## src/abc_defs.svh

```systemverilog
// Purpose: constants for the converter board bus control
// Assumes: ref_clk_i at 250 MHz
// Notes:   included by both design files; the package holds only types
`ifndef ABC_DEFS_SVH
`define ABC_DEFS_SVH
`define ABC_CMD_GROUP      3'h1
`define ABC_CMD_CHAN_GAIN  3'h5
`define ABC_CMD_MODE       3'h6
`define ABC_CMD_RD_LOW     3'h2
`define ABC_CMD_RD_HIGH    3'h3
`define ABC_CMD_RD_SCAN    3'h4
`define ABC_CMD_RD_REPEAT  3'h5
`define ABC_GROUP_DEFAULT  8'h30
`define ABC_CHAN_RESET     4'h1
`define ABC_GAIN_RESET     4'h0
`define ABC_GAIN_MAX       4'ha
`define ABC_MODE_RES_BIT   0
`define ABC_MODE_SCAN_BIT  1
`define ABC_CLK_MHZ        250
`define ABC_SETTLE_LONG_US 250
`define ABC_SETTLE_SHORT_US 80
`define ABC_DONE_SEL_INT   3'h4
`endif

```

## src/abc_pkg.sv

```systemverilog
// Purpose: shared types of the converter board bus control
// Assumes: abc_defs.svh provides the numeric constants
// Notes:   types only
`default_nettype none
package abc_pkg;
   typedef struct packed {
      logic [2:0] io_cmd;
      logic       bus_direction;
      logic       timing_pulse_a;
      logic       timing_pulse_b;
   } abc_bus_ctl_t;
   typedef struct packed {
      logic [3:0] gain;
      logic [3:0] channel;
      logic       res_8bit;
      logic       scan_on;
   } abc_cfg_t;
   typedef enum logic [1:0] {ABC_IDLE, ABC_SETTLE, ABC_CONVERT} abc_state_t;
endpackage : abc_pkg
`default_nettype wire

```

## src/abc_settle_timer.sv

```systemverilog
// Purpose: settling delay counter for the converter board
// Assumes: start is a one-cycle pulse on ref_clk_i
// Notes:   a new start restarts the count
`include "abc_defs.svh"
`default_nettype none
module abc_settle_timer #(
   parameter int CW = 16
) (
   input  wire logic          ref_clk_i,
   input  wire logic          rst_b_i,
   input  wire logic          start_i,
   input  wire logic [CW-1:0] cycles_i,
   output logic               busy_o,
   output logic               done_o
);
   logic [CW-1:0] cnt_q;
   logic [CW-1:0] cnt_d;
   logic          done_q;
   logic          done_d;

   always_comb begin
      cnt_d  = cnt_q;
      done_d = 1'b0;
      if (start_i) begin
         cnt_d = cycles_i;
      end else if (cnt_q != '0) begin
         cnt_d = cnt_q - CW'(1);
         done_d = (cnt_q == CW'(1));
      end
   end

   always_ff @(posedge ref_clk_i) begin
      if (!rst_b_i) begin
         cnt_q  <= '0;
         done_q <= 1'b0;
      end else begin
         cnt_q  <= cnt_d;
         done_q <= done_d;
      end
   end

   assign busy_o = (cnt_q != '0);
   assign done_o = done_q;
endmodule : abc_settle_timer
`default_nettype wire

```

## src/abc_board_ctl.sv

```systemverilog
// Purpose: bus decode, settings and conversion sequencing of an ADC board
// Assumes: backplane pins asynchronous to ref_clk_i; converter result port is ref_clk_i logic
// Notes:   completion line choice is a strap caught after reset release
`include "abc_defs.svh"
`default_nettype none
module abc_board_ctl
   import abc_pkg::*;
#(
   parameter int          CW         = 16,
   parameter logic [7:0]  GROUP_CODE = `ABC_GROUP_DEFAULT,
   parameter int          SETTLE_LONG  = `ABC_SETTLE_LONG_US * `ABC_CLK_MHZ,
   parameter int          SETTLE_SHORT = `ABC_SETTLE_SHORT_US * `ABC_CLK_MHZ
) (
   input  wire logic          ref_clk_i,
   input  wire logic          rst_b_i,
   input  wire abc_bus_ctl_t  bus_ctl_i,
   input  wire logic [7:0]    cpu_byte_lines_i,
   output logic [7:0]         cpu_byte_lines_o,
   output logic               cpu_byte_lines_oe_b_o,
   input  wire logic [2:0]    done_line_select_link_i,
   input  wire logic          differential_i,
   input  wire logic          short_cycle_i,
   output logic               conv_start_o,
   output logic               conv_res_8bit_o,
   output logic               conv_short_o,
   input  wire logic          conv_done_i,
   input  wire logic [11:0]   conv_result_i,
   output abc_cfg_t           cfg_o,
   output logic               ext_flag_1_b_o,
   output logic               ext_flag_2_b_o,
   output logic               ext_flag_3_b_o,
   output logic               ext_flag_4_b_o,
   output logic               int_req_b_o
);
   // ----------------------------------------------------------------
   // pin synchronisers
   // ----------------------------------------------------------------
   localparam int SW = 16;
   logic [SW-1:0] sync1_q;
   logic [SW-1:0] sync2_q;
   logic          tpb_prev_q;
   always_ff @(posedge ref_clk_i) begin
      if (!rst_b_i) begin
         sync1_q    <= '0;
         sync2_q    <= '0;
         tpb_prev_q <= 1'b0;
      end else begin
         sync1_q    <= {cpu_byte_lines_i, short_cycle_i, differential_i, bus_ctl_i};
         sync2_q    <= sync1_q;
         tpb_prev_q <= sync2_q[0];
      end
   end
   abc_bus_ctl_t bus_s;
   logic [7:0]   data_s;
   logic         diff_s;
   logic         short_s;
   assign bus_s   = sync2_q[5:0];
   assign diff_s  = sync2_q[6];
   assign short_s = sync2_q[7];
   assign data_s  = sync2_q[15:8];
   logic tpb_rise;
   assign tpb_rise = bus_s.timing_pulse_b & ~tpb_prev_q;
   // ----------------------------------------------------------------
   // command decode
   // ----------------------------------------------------------------
   logic       selected_q;
   logic       selected_d;
   logic       io_active;
   logic       wr_cmd;
   logic       rd_cmd;
   assign io_active = (bus_s.io_cmd != 3'h0);
   assign wr_cmd = io_active & ~bus_s.bus_direction & tpb_rise;
   assign rd_cmd = io_active & bus_s.bus_direction & tpb_rise;
   logic wr_group;
   logic wr_chan;
   logic wr_mode;
   logic rd_low;
   logic rd_high;
   logic rd_scan;
   logic rd_rep;
   assign wr_group = wr_cmd & (bus_s.io_cmd == `ABC_CMD_GROUP);
   assign wr_chan  = wr_cmd & selected_q & (bus_s.io_cmd == `ABC_CMD_CHAN_GAIN);
   assign wr_mode  = wr_cmd & selected_q & (bus_s.io_cmd == `ABC_CMD_MODE);
   assign rd_low   = rd_cmd & selected_q & (bus_s.io_cmd == `ABC_CMD_RD_LOW);
   assign rd_high  = rd_cmd & selected_q & (bus_s.io_cmd == `ABC_CMD_RD_HIGH);
   assign rd_scan  = rd_cmd & selected_q & (bus_s.io_cmd == `ABC_CMD_RD_SCAN);
   assign rd_rep   = rd_cmd & selected_q & (bus_s.io_cmd == `ABC_CMD_RD_REPEAT);
   // ----------------------------------------------------------------
   // settings, flag and sequencer
   // ----------------------------------------------------------------
   abc_cfg_t   cfg_q;
   abc_cfg_t   cfg_d;
   logic       avail_q;
   logic       avail_d;
   abc_state_t st_q;
   abc_state_t st_d;
   logic       tmr_start;
   logic [CW-1:0] tmr_cycles;
   logic       tmr_done;
   logic       tmr_busy;
   logic [11:0] result_q;
   logic [11:0] result_d;
   logic [2:0] line_sel_q;
   logic       strap_q;
   logic [3:0] chan_mask;
   assign chan_mask = diff_s ? 4'h7 : 4'hf;

   always_comb begin
      selected_d = selected_q;
      cfg_d      = cfg_q;
      avail_d    = avail_q;
      st_d       = st_q;
      result_d   = result_q;
      tmr_start  = 1'b0;
      tmr_cycles = CW'(SETTLE_LONG);
      if (wr_group) begin
         selected_d = (data_s == GROUP_CODE);
      end
      if (wr_mode) begin
         cfg_d.res_8bit = data_s[`ABC_MODE_RES_BIT];
         cfg_d.scan_on  = data_s[`ABC_MODE_SCAN_BIT];
      end
      if (rd_high | rd_scan | rd_rep) begin
         avail_d = 1'b0;
      end
      case (st_q)
         ABC_IDLE: begin
            if (wr_chan) begin
               cfg_d.gain    = (data_s[7:4] > `ABC_GAIN_MAX) ? `ABC_GAIN_MAX : data_s[7:4];
               cfg_d.channel = data_s[3:0] & chan_mask;
               tmr_start     = 1'b1;
               st_d          = ABC_SETTLE;
            end else if (rd_scan) begin
               if (cfg_q.scan_on) begin
                  cfg_d.channel = (cfg_q.channel + 4'h1) & chan_mask;
               end
               tmr_start = 1'b1;
               st_d      = ABC_SETTLE;
            end else if (rd_rep) begin
               tmr_cycles = CW'(SETTLE_SHORT);
               tmr_start  = 1'b1;
               st_d       = ABC_SETTLE;
            end
         end
         ABC_SETTLE: begin
            if (tmr_done) begin
               st_d = ABC_CONVERT;
            end
         end
         ABC_CONVERT: begin
            if (conv_done_i) begin
               result_d = conv_result_i;
               avail_d  = 1'b1;                   // set wins over a same-cycle clear
               st_d     = ABC_IDLE;
            end
         end
         default: begin
            st_d = ABC_IDLE;
         end
      endcase
   end

   always_ff @(posedge ref_clk_i) begin
      if (!rst_b_i) begin
         selected_q <= 1'b0;
         cfg_q      <= '{gain: `ABC_GAIN_RESET, channel: `ABC_CHAN_RESET, res_8bit: 1'b0, scan_on: 1'b0};
         avail_q    <= 1'b0;
         st_q       <= ABC_IDLE;
         result_q   <= '0;
      end else begin
         selected_q <= selected_d;
         cfg_q      <= cfg_d;
         avail_q    <= avail_d;
         st_q       <= st_d;
         result_q   <= result_d;
      end
   end

   // strap caught on the first clocked cycle after release, not under reset
   always_ff @(posedge ref_clk_i) begin
      if (!rst_b_i) begin
         strap_q    <= 1'b0;
         line_sel_q <= 3'h0;
      end else if (!strap_q) begin
         strap_q    <= 1'b1;
         line_sel_q <= done_line_select_link_i;
      end
   end

   abc_settle_timer #(.CW(CW)) u_settle (
      .ref_clk_i (ref_clk_i),
      .rst_b_i   (rst_b_i),
      .start_i   (tmr_start),
      .cycles_i  (tmr_cycles),
      .busy_o    (tmr_busy),
      .done_o    (tmr_done)
   );
   // ----------------------------------------------------------------
   // outputs
   // ----------------------------------------------------------------
   logic       start_q;
   logic [7:0] rd_byte_q;
   logic       drive_q;
   always_ff @(posedge ref_clk_i) begin
      if (!rst_b_i) begin
         start_q   <= 1'b0;
         rd_byte_q <= '0;
         drive_q   <= 1'b0;
      end else begin
         start_q <= (st_q == ABC_SETTLE) & tmr_done;
         drive_q <= selected_q & io_active & bus_s.bus_direction &
                    (bus_s.io_cmd inside {`ABC_CMD_RD_LOW, `ABC_CMD_RD_HIGH,
                                          `ABC_CMD_RD_SCAN, `ABC_CMD_RD_REPEAT});
         rd_byte_q <= (bus_s.io_cmd == `ABC_CMD_RD_LOW) ? {result_q[3:0], 4'h0} : result_q[11:4];
      end
   end
   assign cpu_byte_lines_o      = rd_byte_q;
   assign cpu_byte_lines_oe_b_o = ~drive_q;
   assign conv_start_o    = start_q;
   assign conv_res_8bit_o = cfg_q.res_8bit;
   assign conv_short_o    = short_s;
   assign cfg_o           = cfg_q;
   assign ext_flag_1_b_o  = ~(avail_q & (line_sel_q == 3'h0));
   assign ext_flag_2_b_o  = ~(avail_q & (line_sel_q == 3'h1));
   assign ext_flag_3_b_o  = ~(avail_q & (line_sel_q == 3'h2));
   assign ext_flag_4_b_o  = ~(avail_q & (line_sel_q == 3'h3));
   assign int_req_b_o     = ~(avail_q & (line_sel_q == `ABC_DONE_SEL_INT));
endmodule : abc_board_ctl
`default_nettype wire

```

## config.mk

```make
export PLATFORM = sky130hd
export DESIGN_NAME = abc_board_ctl
export DESIGN_NICKNAME = d
export VERILOG_FILES = /design/src/abc_pkg.sv /design/src/abc_settle_timer.sv /design/src/abc_board_ctl.sv
export VERILOG_INCLUDE_DIRS = /design/src
export SDC_FILE = /design/constraint.sdc
export NUM_CORES = 1
export LEC_CHECK = 0
export BUFFER_PORTS_ARGS = -buffer_cell sky130_fd_sc_hd__buf_4
export CAP_MARGIN = 20
export CORE_MARGIN = 2
export CORE_UTILIZATION = 40
export CTS_CLUSTER_SIZE = 12
export DETAILED_ROUTE_END_ITERATION = 10
export SLEW_MARGIN = 0
export SYNTH_ARGS = -nofsm -noshare
export SYNTH_HDL_FRONTEND = slang
export SYNTH_SLANG_ARGS = --single-unit
```

## constraint.sdc

```tcl
create_clock -name ref_clk_i -period 2 [get_ports ref_clk_i]
set_input_delay 0.1 -clock ref_clk_i [delete_from_list [all_inputs] [get_ports ref_clk_i]]
set_output_delay 0.1 -clock ref_clk_i [all_outputs]
set_load 0.03 [all_outputs]
```

==> flow_summary.yaml, run 1 <==
final_layout:
  layout-drive-gt1-share_pct: 20.7
  final_nets: 493
  antenna_cells: 0
  syn_to_final_growth_pct: 31.5
power:
  p_leak_nw: 1.83
  peakVddDrop_mv: 0.407
  p_per_area_nw_per_um2: 973
  total_power_mw: 4.36
grt:
  grt.total_usage_pct: 16.2
  antenna_found_initial: 0
  overflow: 0
  grt_first_pass_wirelength_mm: 11.5
  first_global_vias: 2458
  grt_max_degree: 42
yosys:
  yosys_warnings: 0
  yosysTopAreaCellShare_pct: 51.7
  syn_avg_cell_area_um2: 9.42
  syn_inst: 362
  ys_ff_latch: 88
  synth_commonest_cells: "dfxtp_1, nand2_1, and2_1"
  yosysSeqAreaShare_pct: 51.7
  yosys.area.top_type: "dfxtp_1"
  synth_edf_count: 0
  synth.area.top_cells: "dfxtp_1, and2_1, nand2_1"
  syn_nets: 400
  yosysMostFrequentCell: "dfxtp_1"
  ys_types: 52
  syn-cell-area_um2: 3410
  synthArstFlopShare_pct: 0
  ys.flop_type: "dfxtp_1"
critical_path:
  cp_num_buf_inv: 0
  critical_path_peak_fanout: 7
  startpoint_type: "register"
  slowest_delay_ps: 460
  slowest_stage: "nor4_4"
  path_cells: "nor4_4 -> nor3b_2 -> or3b_1 -> xor2_1 -> a21oi_2"
  crit_type: "reg2reg"
  rrSetupSlack_ps: 170
  endpoint_kind: "register"
  reg2reg_from: "u_settle.cnt_q[8]$_SDFFE_PN0P_"
  worst_r2r_path_depth: 5
  reg2reg_to: "u_settle.cnt_q[15]$_SDFFE_PN0P_"
  crit_family: "simple AND/OR/NAND/NOR gates"
  arrival_ps: 2060
  cp.required_ps: 2240
sta:
  clock.fmax_mhz: 548
  period_share_pct: 91.3
  setup_viol: 0
  slew_headroom_pct: 60.9
  hold-worst-slack_ps: 2.46
  fin_worst_skew_ps: 11.9
  hold_viol_final: 0
  rsz0062_at_grt: "no"
  drv_slew: 0
  tns_ps: 0
  fin_crit_ps: 1830
  tightest_slew_ps: 585
placement:
  dp_hpwl_mm: 4.66
  numPortBuffers: 59
  place.gp.congestion: 0.807
min_path:
  min_from: "done_line_select_link_i[2]"
  min_path_cells: 3
  hold_path_end: "line_sel_q[2]$_SDFFE_PN0N_"
  hold_path.class: "in2reg"
floorplanning:
  num_rows: 33
  pin_count: 61
  dieArea_um2: 9280
  die_w_um: 96.3
  initial_utilization_pct: 41.3
  core_um2: 8260
  die_h_um: 96.3
flow_run:
  maxCapViolCount: 0
clock_tree:
  clk_latency_ps: 360
  cts_tree: "built"
  clock_path_buffers: 2
  cts_max_level: 3
  cts_buffers: 9
  root_buffer: "clkbuf_8"
  clk_pin_slew_worst_paths_ps: 80
  cts.sinks: 88
route:
  drt-met1-wl_mm: 3.49
  ant_nets: 0
  via_per_inst: 4.79
  wire_per_inst_um: 12.4
  first_pass_iters: 4
  drc: 0
  drt-initial-drc-count: 70
  finalWirelength_mm: 6.99
  dr.max_layer_used: "met4"
  route.met2.wl_mm: 3.01
  wl_met3_um: 377
  vias: 2702
status:
  outcome: "completed"
placed cells by master, fill, tap and decap left out, types with 2 or more instances in the layout:
master	count
nor4_1	5
xor2_1	12
and3_1	6
or3b_2	2
nor2_1	24
clkinvlp_4	3
mux2i_1	8
ha_1	4
nand2_1	48
and2_1	31
inv_1	7
clkbuf_8	10
nand4b_1	3
nand4_1	5
and3b_1	3
nor3_1	2
or3_1	2
dlygate4sd3_1	27
dfxtp_1	88
nor2b_1	8
xnor2_1	5
and4_1	2
nand3_1	13
a21boi_0	17
nand2b_1	2
o21ai_0	6
buf_4	71
nor3b_1	3
a21oi_1	15
registers in the layout (all words and copies together) (netlist names), 2 cells and up:
register          count
result_q             12
u_settle.cnt_q       16
st_q                  2
sync1_q              15
cpu_byte_lines_o      8
line_sel_q            3
cfg_o                 9
sync2_q              15
final cells by class:
| cell class | count | area, um^2 |
|---|---|---|
| timing repair buffer | 98 | 803 |
| clock inverter | 5 | 57.6 |
| inverter | 7 | 26.3 |
| fill | 748 | 3770 |
| sequential | 88 | 1760 |
| tap | 105 | 131 |
| clock buffer | 10 | 138 |
| multi-input combinational | 251 | 1570 |
layer usage:
layer	up-vias	global-route usage, %
met2	66	25.3
met5	-	0
li1	1413	-
met3	9	4.93
met4	0	6.10
met1	1214	21.0
timing repair:
action	CTS	global route
hold buffers	27	0
hold endpoints to repair	27	0
buffers inserted	0	2
setup endpoints to repair	0	9
resized for setup	0	1
metrics by stage:
| step | cell area (um^2) | setup slack (ps) | std cells | util, % |
|---|---|---|---|---|
| 3_5_place_dp | 3990 | 90.3 | 519 | 48.3 |
| 6_report | 4480 | 175 | 564 | 54.3 |
| 2_1_floorplan | 3410 | 317 | 362 | - |
| 5_1_grt | 4480 | 15.9 | 564 | 54.3 |
| 3_3_place_gp | 3990 | 119 | 519 | 48.3 |
| 4_1_cts | 4460 | 63.8 | 561 | 54.0 |
power breakdown:
group	leakage [nW]	switching, mW	internal [mW]
sequential	0.719	0.153	1.89
combinational	1.02	0.541	0.557
clock	0.0904	0.616	0.602
total	1.83	1.31	3.05
worst min-delay path, stage by stage:
cell and delay (ps):
buf_4 80, mux2i_1 50, nor2b_1 100
logic make-up after synthesis:
logic type	Yosys count	synth area share, %
fa+ha+maj	4	1.47
flops	88	51.7
compound gates	51	9.84
simple gates	170	27.5
xor+xnor	17	4.37
mux	8	2.35
buf+inv	24	2.79
how the worst max path moves through the flow:
stage,start,end,slack [ps],cells past startpoint
6_report,u_settle.cnt_q[8]$_SDFFE_PN0P_,u_settle.cnt_q[15]$_SDFFE_PN0P_,170,5
5_1_grt,u_settle.cnt_q[8]$_SDFFE_PN0P_,u_settle.cnt_q[15]$_SDFFE_PN0P_,20,5
4_1_cts,u_settle.cnt_q[0]$_SDFFE_PN0P_,u_settle.cnt_q[12]$_SDFFE_PN0P_,60,7
3_5_place_dp,u_settle.cnt_q[0]$_SDFFE_PN0P_,u_settle.cnt_q[13]$_SDFFE_PN0P_,90,7
3_3_place_gp,u_settle.cnt_q[0]$_SDFFE_PN0P_,u_settle.cnt_q[12]$_SDFFE_PN0P_,120,7
2_1_floorplan,u_settle.cnt_q[0]$_SDFFE_PN0P_,u_settle.cnt_q[12]$_SDFFE_PN0P_,320,7
No activity file was read; power rests on OpenSTA's default activity.
==> run 2, diff against run 1 <==
--- a/config.mk
+++ b/config.mk
@@ -6,7 +6,7 @@
 export SDC_FILE = /design/constraint.sdc
 export NUM_CORES = 1
 export LEC_CHECK = 0
-export BUFFER_PORTS_ARGS = -buffer_cell sky130_fd_sc_hd__buf_4
+export BUFFER_PORTS_ARGS = -buffer_cell sky130_fd_sc_hd__buf_2
 export CAP_MARGIN = 20
 export CORE_MARGIN = 2
 export CORE_UTILIZATION = 40
==> flow_summary.yaml, run 2 (synthesis results as in run 1) <==
grt:
  overflow: 0
  met1_usage_pct: 21.1
  antenna_found_initial: 0
  first_global_vias: 2522
  grt_max_degree: 37
  use_met3_pct: 4.31
  grt_first_pass_wirelength_mm: 11.6
  grt.total_usage_pct: 16.1
  grt.busiest_layer: "met2"
  grt.met2_usage_pct: 25.5
final_layout:
  syn_to_final_growth_pct: 28.9
  final_nets: 497
  largest_register_ffs: 16
  design_area_um2: 4400
  final_cell_mix: "dfxtp_1, buf_2, nand2_1, and2_1, dlygate4sd3_1"
  largest-register: "u_settle.cnt_q"
  antenna_cells: 0
  finalNonFillerCells: 569
  ff_latch_area_um2: 1760
  n_fill_cell: 769
  largest_registers: "u_settle.cnt_q: 16 flops, sync1_q: 15 flops, sync2_q: 15 flops"
  layout_commonest_cell: "dfxtp_1"
  layout-drive-gt1-share_pct: 20.5
  multi_input_area_um2: 1550
  fin_util_pct: 53.2
floorplanning:
  initial_utilization_pct: 41.3
  die_h_um: 96.3
  die_w_um: 96.3
  dieArea_um2: 9280
  num_rows: 33
  pin_count: 61
  core_um2: 8260
sta:
  slew_headroom_pct: 57.2
  tightest_slew_ps: 641
  fin_crit_ps: 1830
  drv_slew: 0
  clock.fmax_mhz: 547
  fin_ws_ps: 172
  fin_worst_skew_ps: 10.2
  hold-worst-slack_ps: 106
  hold_viol_final: 0
  period_share_pct: 91.4
  rsz0062_at_grt: "no"
  setup_viol: 0
  tns_ps: 0
route:
  ant_nets: 0
  finalWirelength_mm: 6.76
  drt-initial-drc-count: 69
  drc: 0
  first_pass_iters: 4
  wire_per_inst_um: 11.9
  vias: 2659
  via_per_inst: 4.67
clock_tree:
  cts_resized: 0
  clock_path_buffers: 2
  clk_pin_slew_worst_paths_ps: 80
  cts_buffers: 9
  cts_tree: "built"
  cts_max_level: 3
  clk_latency_ps: 350
  root_buffer: "clkbuf_8"
  cts.sinks: 88
status:
  outcome: "completed"
power:
  combPwrFrac_pct: 24.0
  swShare_pct: 29.0
  internal-power_mw: 3.15
  p_per_area_nw_per_um2: 1010
  seq_power_share_pct: 46.0
  p_leak_nw: 1.82
  switching_power_mw: 1.29
  peakVddDrop_mv: 0.433
  p_clk_share_pct: 30.1
  total_power_mw: 4.44
critical_path:
  cp_num_buf_inv: 1
  startpoint_type: "register"
  critical_path_peak_fanout: 6
  crit_type: "reg2reg"
  arrival_ps: 2050
  slowest_delay_ps: 370
  path_cells: "inv_1 -> ha_1 -> nor4b_1 -> nand4_2 -> o21ai_2 -> o21bai_1 -> a21oi_1"
  slowest_stage: "dfxtp_1"
  endpoint_kind: "register"
  cp.required_ps: 2230
  crit_family: "simple AND/OR/NAND/NOR gates"
placement:
  place_ws_ps: 70.0
  numPortBuffers: 59
  place.gp.congestion: 0.840
  placed_cells: 519
  dp_hpwl_mm: 4.57
  dpl_cell_area_um2: 3840
min_path:
  hold_path.class: "in2reg"
flow_run:
  maxCapViolCount: 0
## run 2: what timing repair did
action / CTS / global route
hold endpoints to repair: 31 / 0
setup endpoints to repair: 0 / 6
hold buffers: 31 / 0
setup buffers: 0 / 3
## run 2: area by class of cell
type | count | area share, %
sequential | 88 | 40.1
multi-input combinational | 250 | 35.3
timing repair buffer | 103 | 16.0
tap | 105 | 2.99
clock buffer | 10 | 2.90
clock inverter | 6 | 2.11
inverter | 7 | 0.598
## run 2: worst paths after layout
path / startpoint / endpoint / slack, ps / depth (start not counted)
setup / recovery: u_settle.cnt_q[0]$_SDFFE_PN0P_ / u_settle.cnt_q[13]$_SDFFE_PN0P_ / 170 / 7
hold / removal: conv_done_i / st_q[1]$_SDFFE_PN0P_ / 110 / 4
setup reg to reg: u_settle.cnt_q[0]$_SDFFE_PN0P_ / u_settle.cnt_q[13]$_SDFFE_PN0P_ / 170 / 7
hold reg to reg: sync1_q[10]$_SDFF_PN0_ / sync2_q[10]$_SDFF_PN0_ / 430 / 1
## run 2: worst min-delay path, cell delays in order
cell and delay [ps]:
buf_2 90, nor3_1 40, a31oi_1 130, nor2b_1 50
## run 2: power by group through the flow
stage | sequential, mW | clock, mW | combinational [mW]
floorplan | 2.05 | 0 | 0.736
global placement | 2.07 | 0 | 0.964
detailed placement | 2.08 | 0 | 0.971
CTS | 2.04 | 1.39 | 1.02
global route | 2.06 | 1.45 | 1.21
finish | 2.04 | 1.33 | 1.06
## run 2: per-layer routing
metal,up-vias,part of all wire (%)
met5,-,0
met3,10,5.5
met4,0,1.7
li1,1415,-
met1,1170,50
met2,64,43
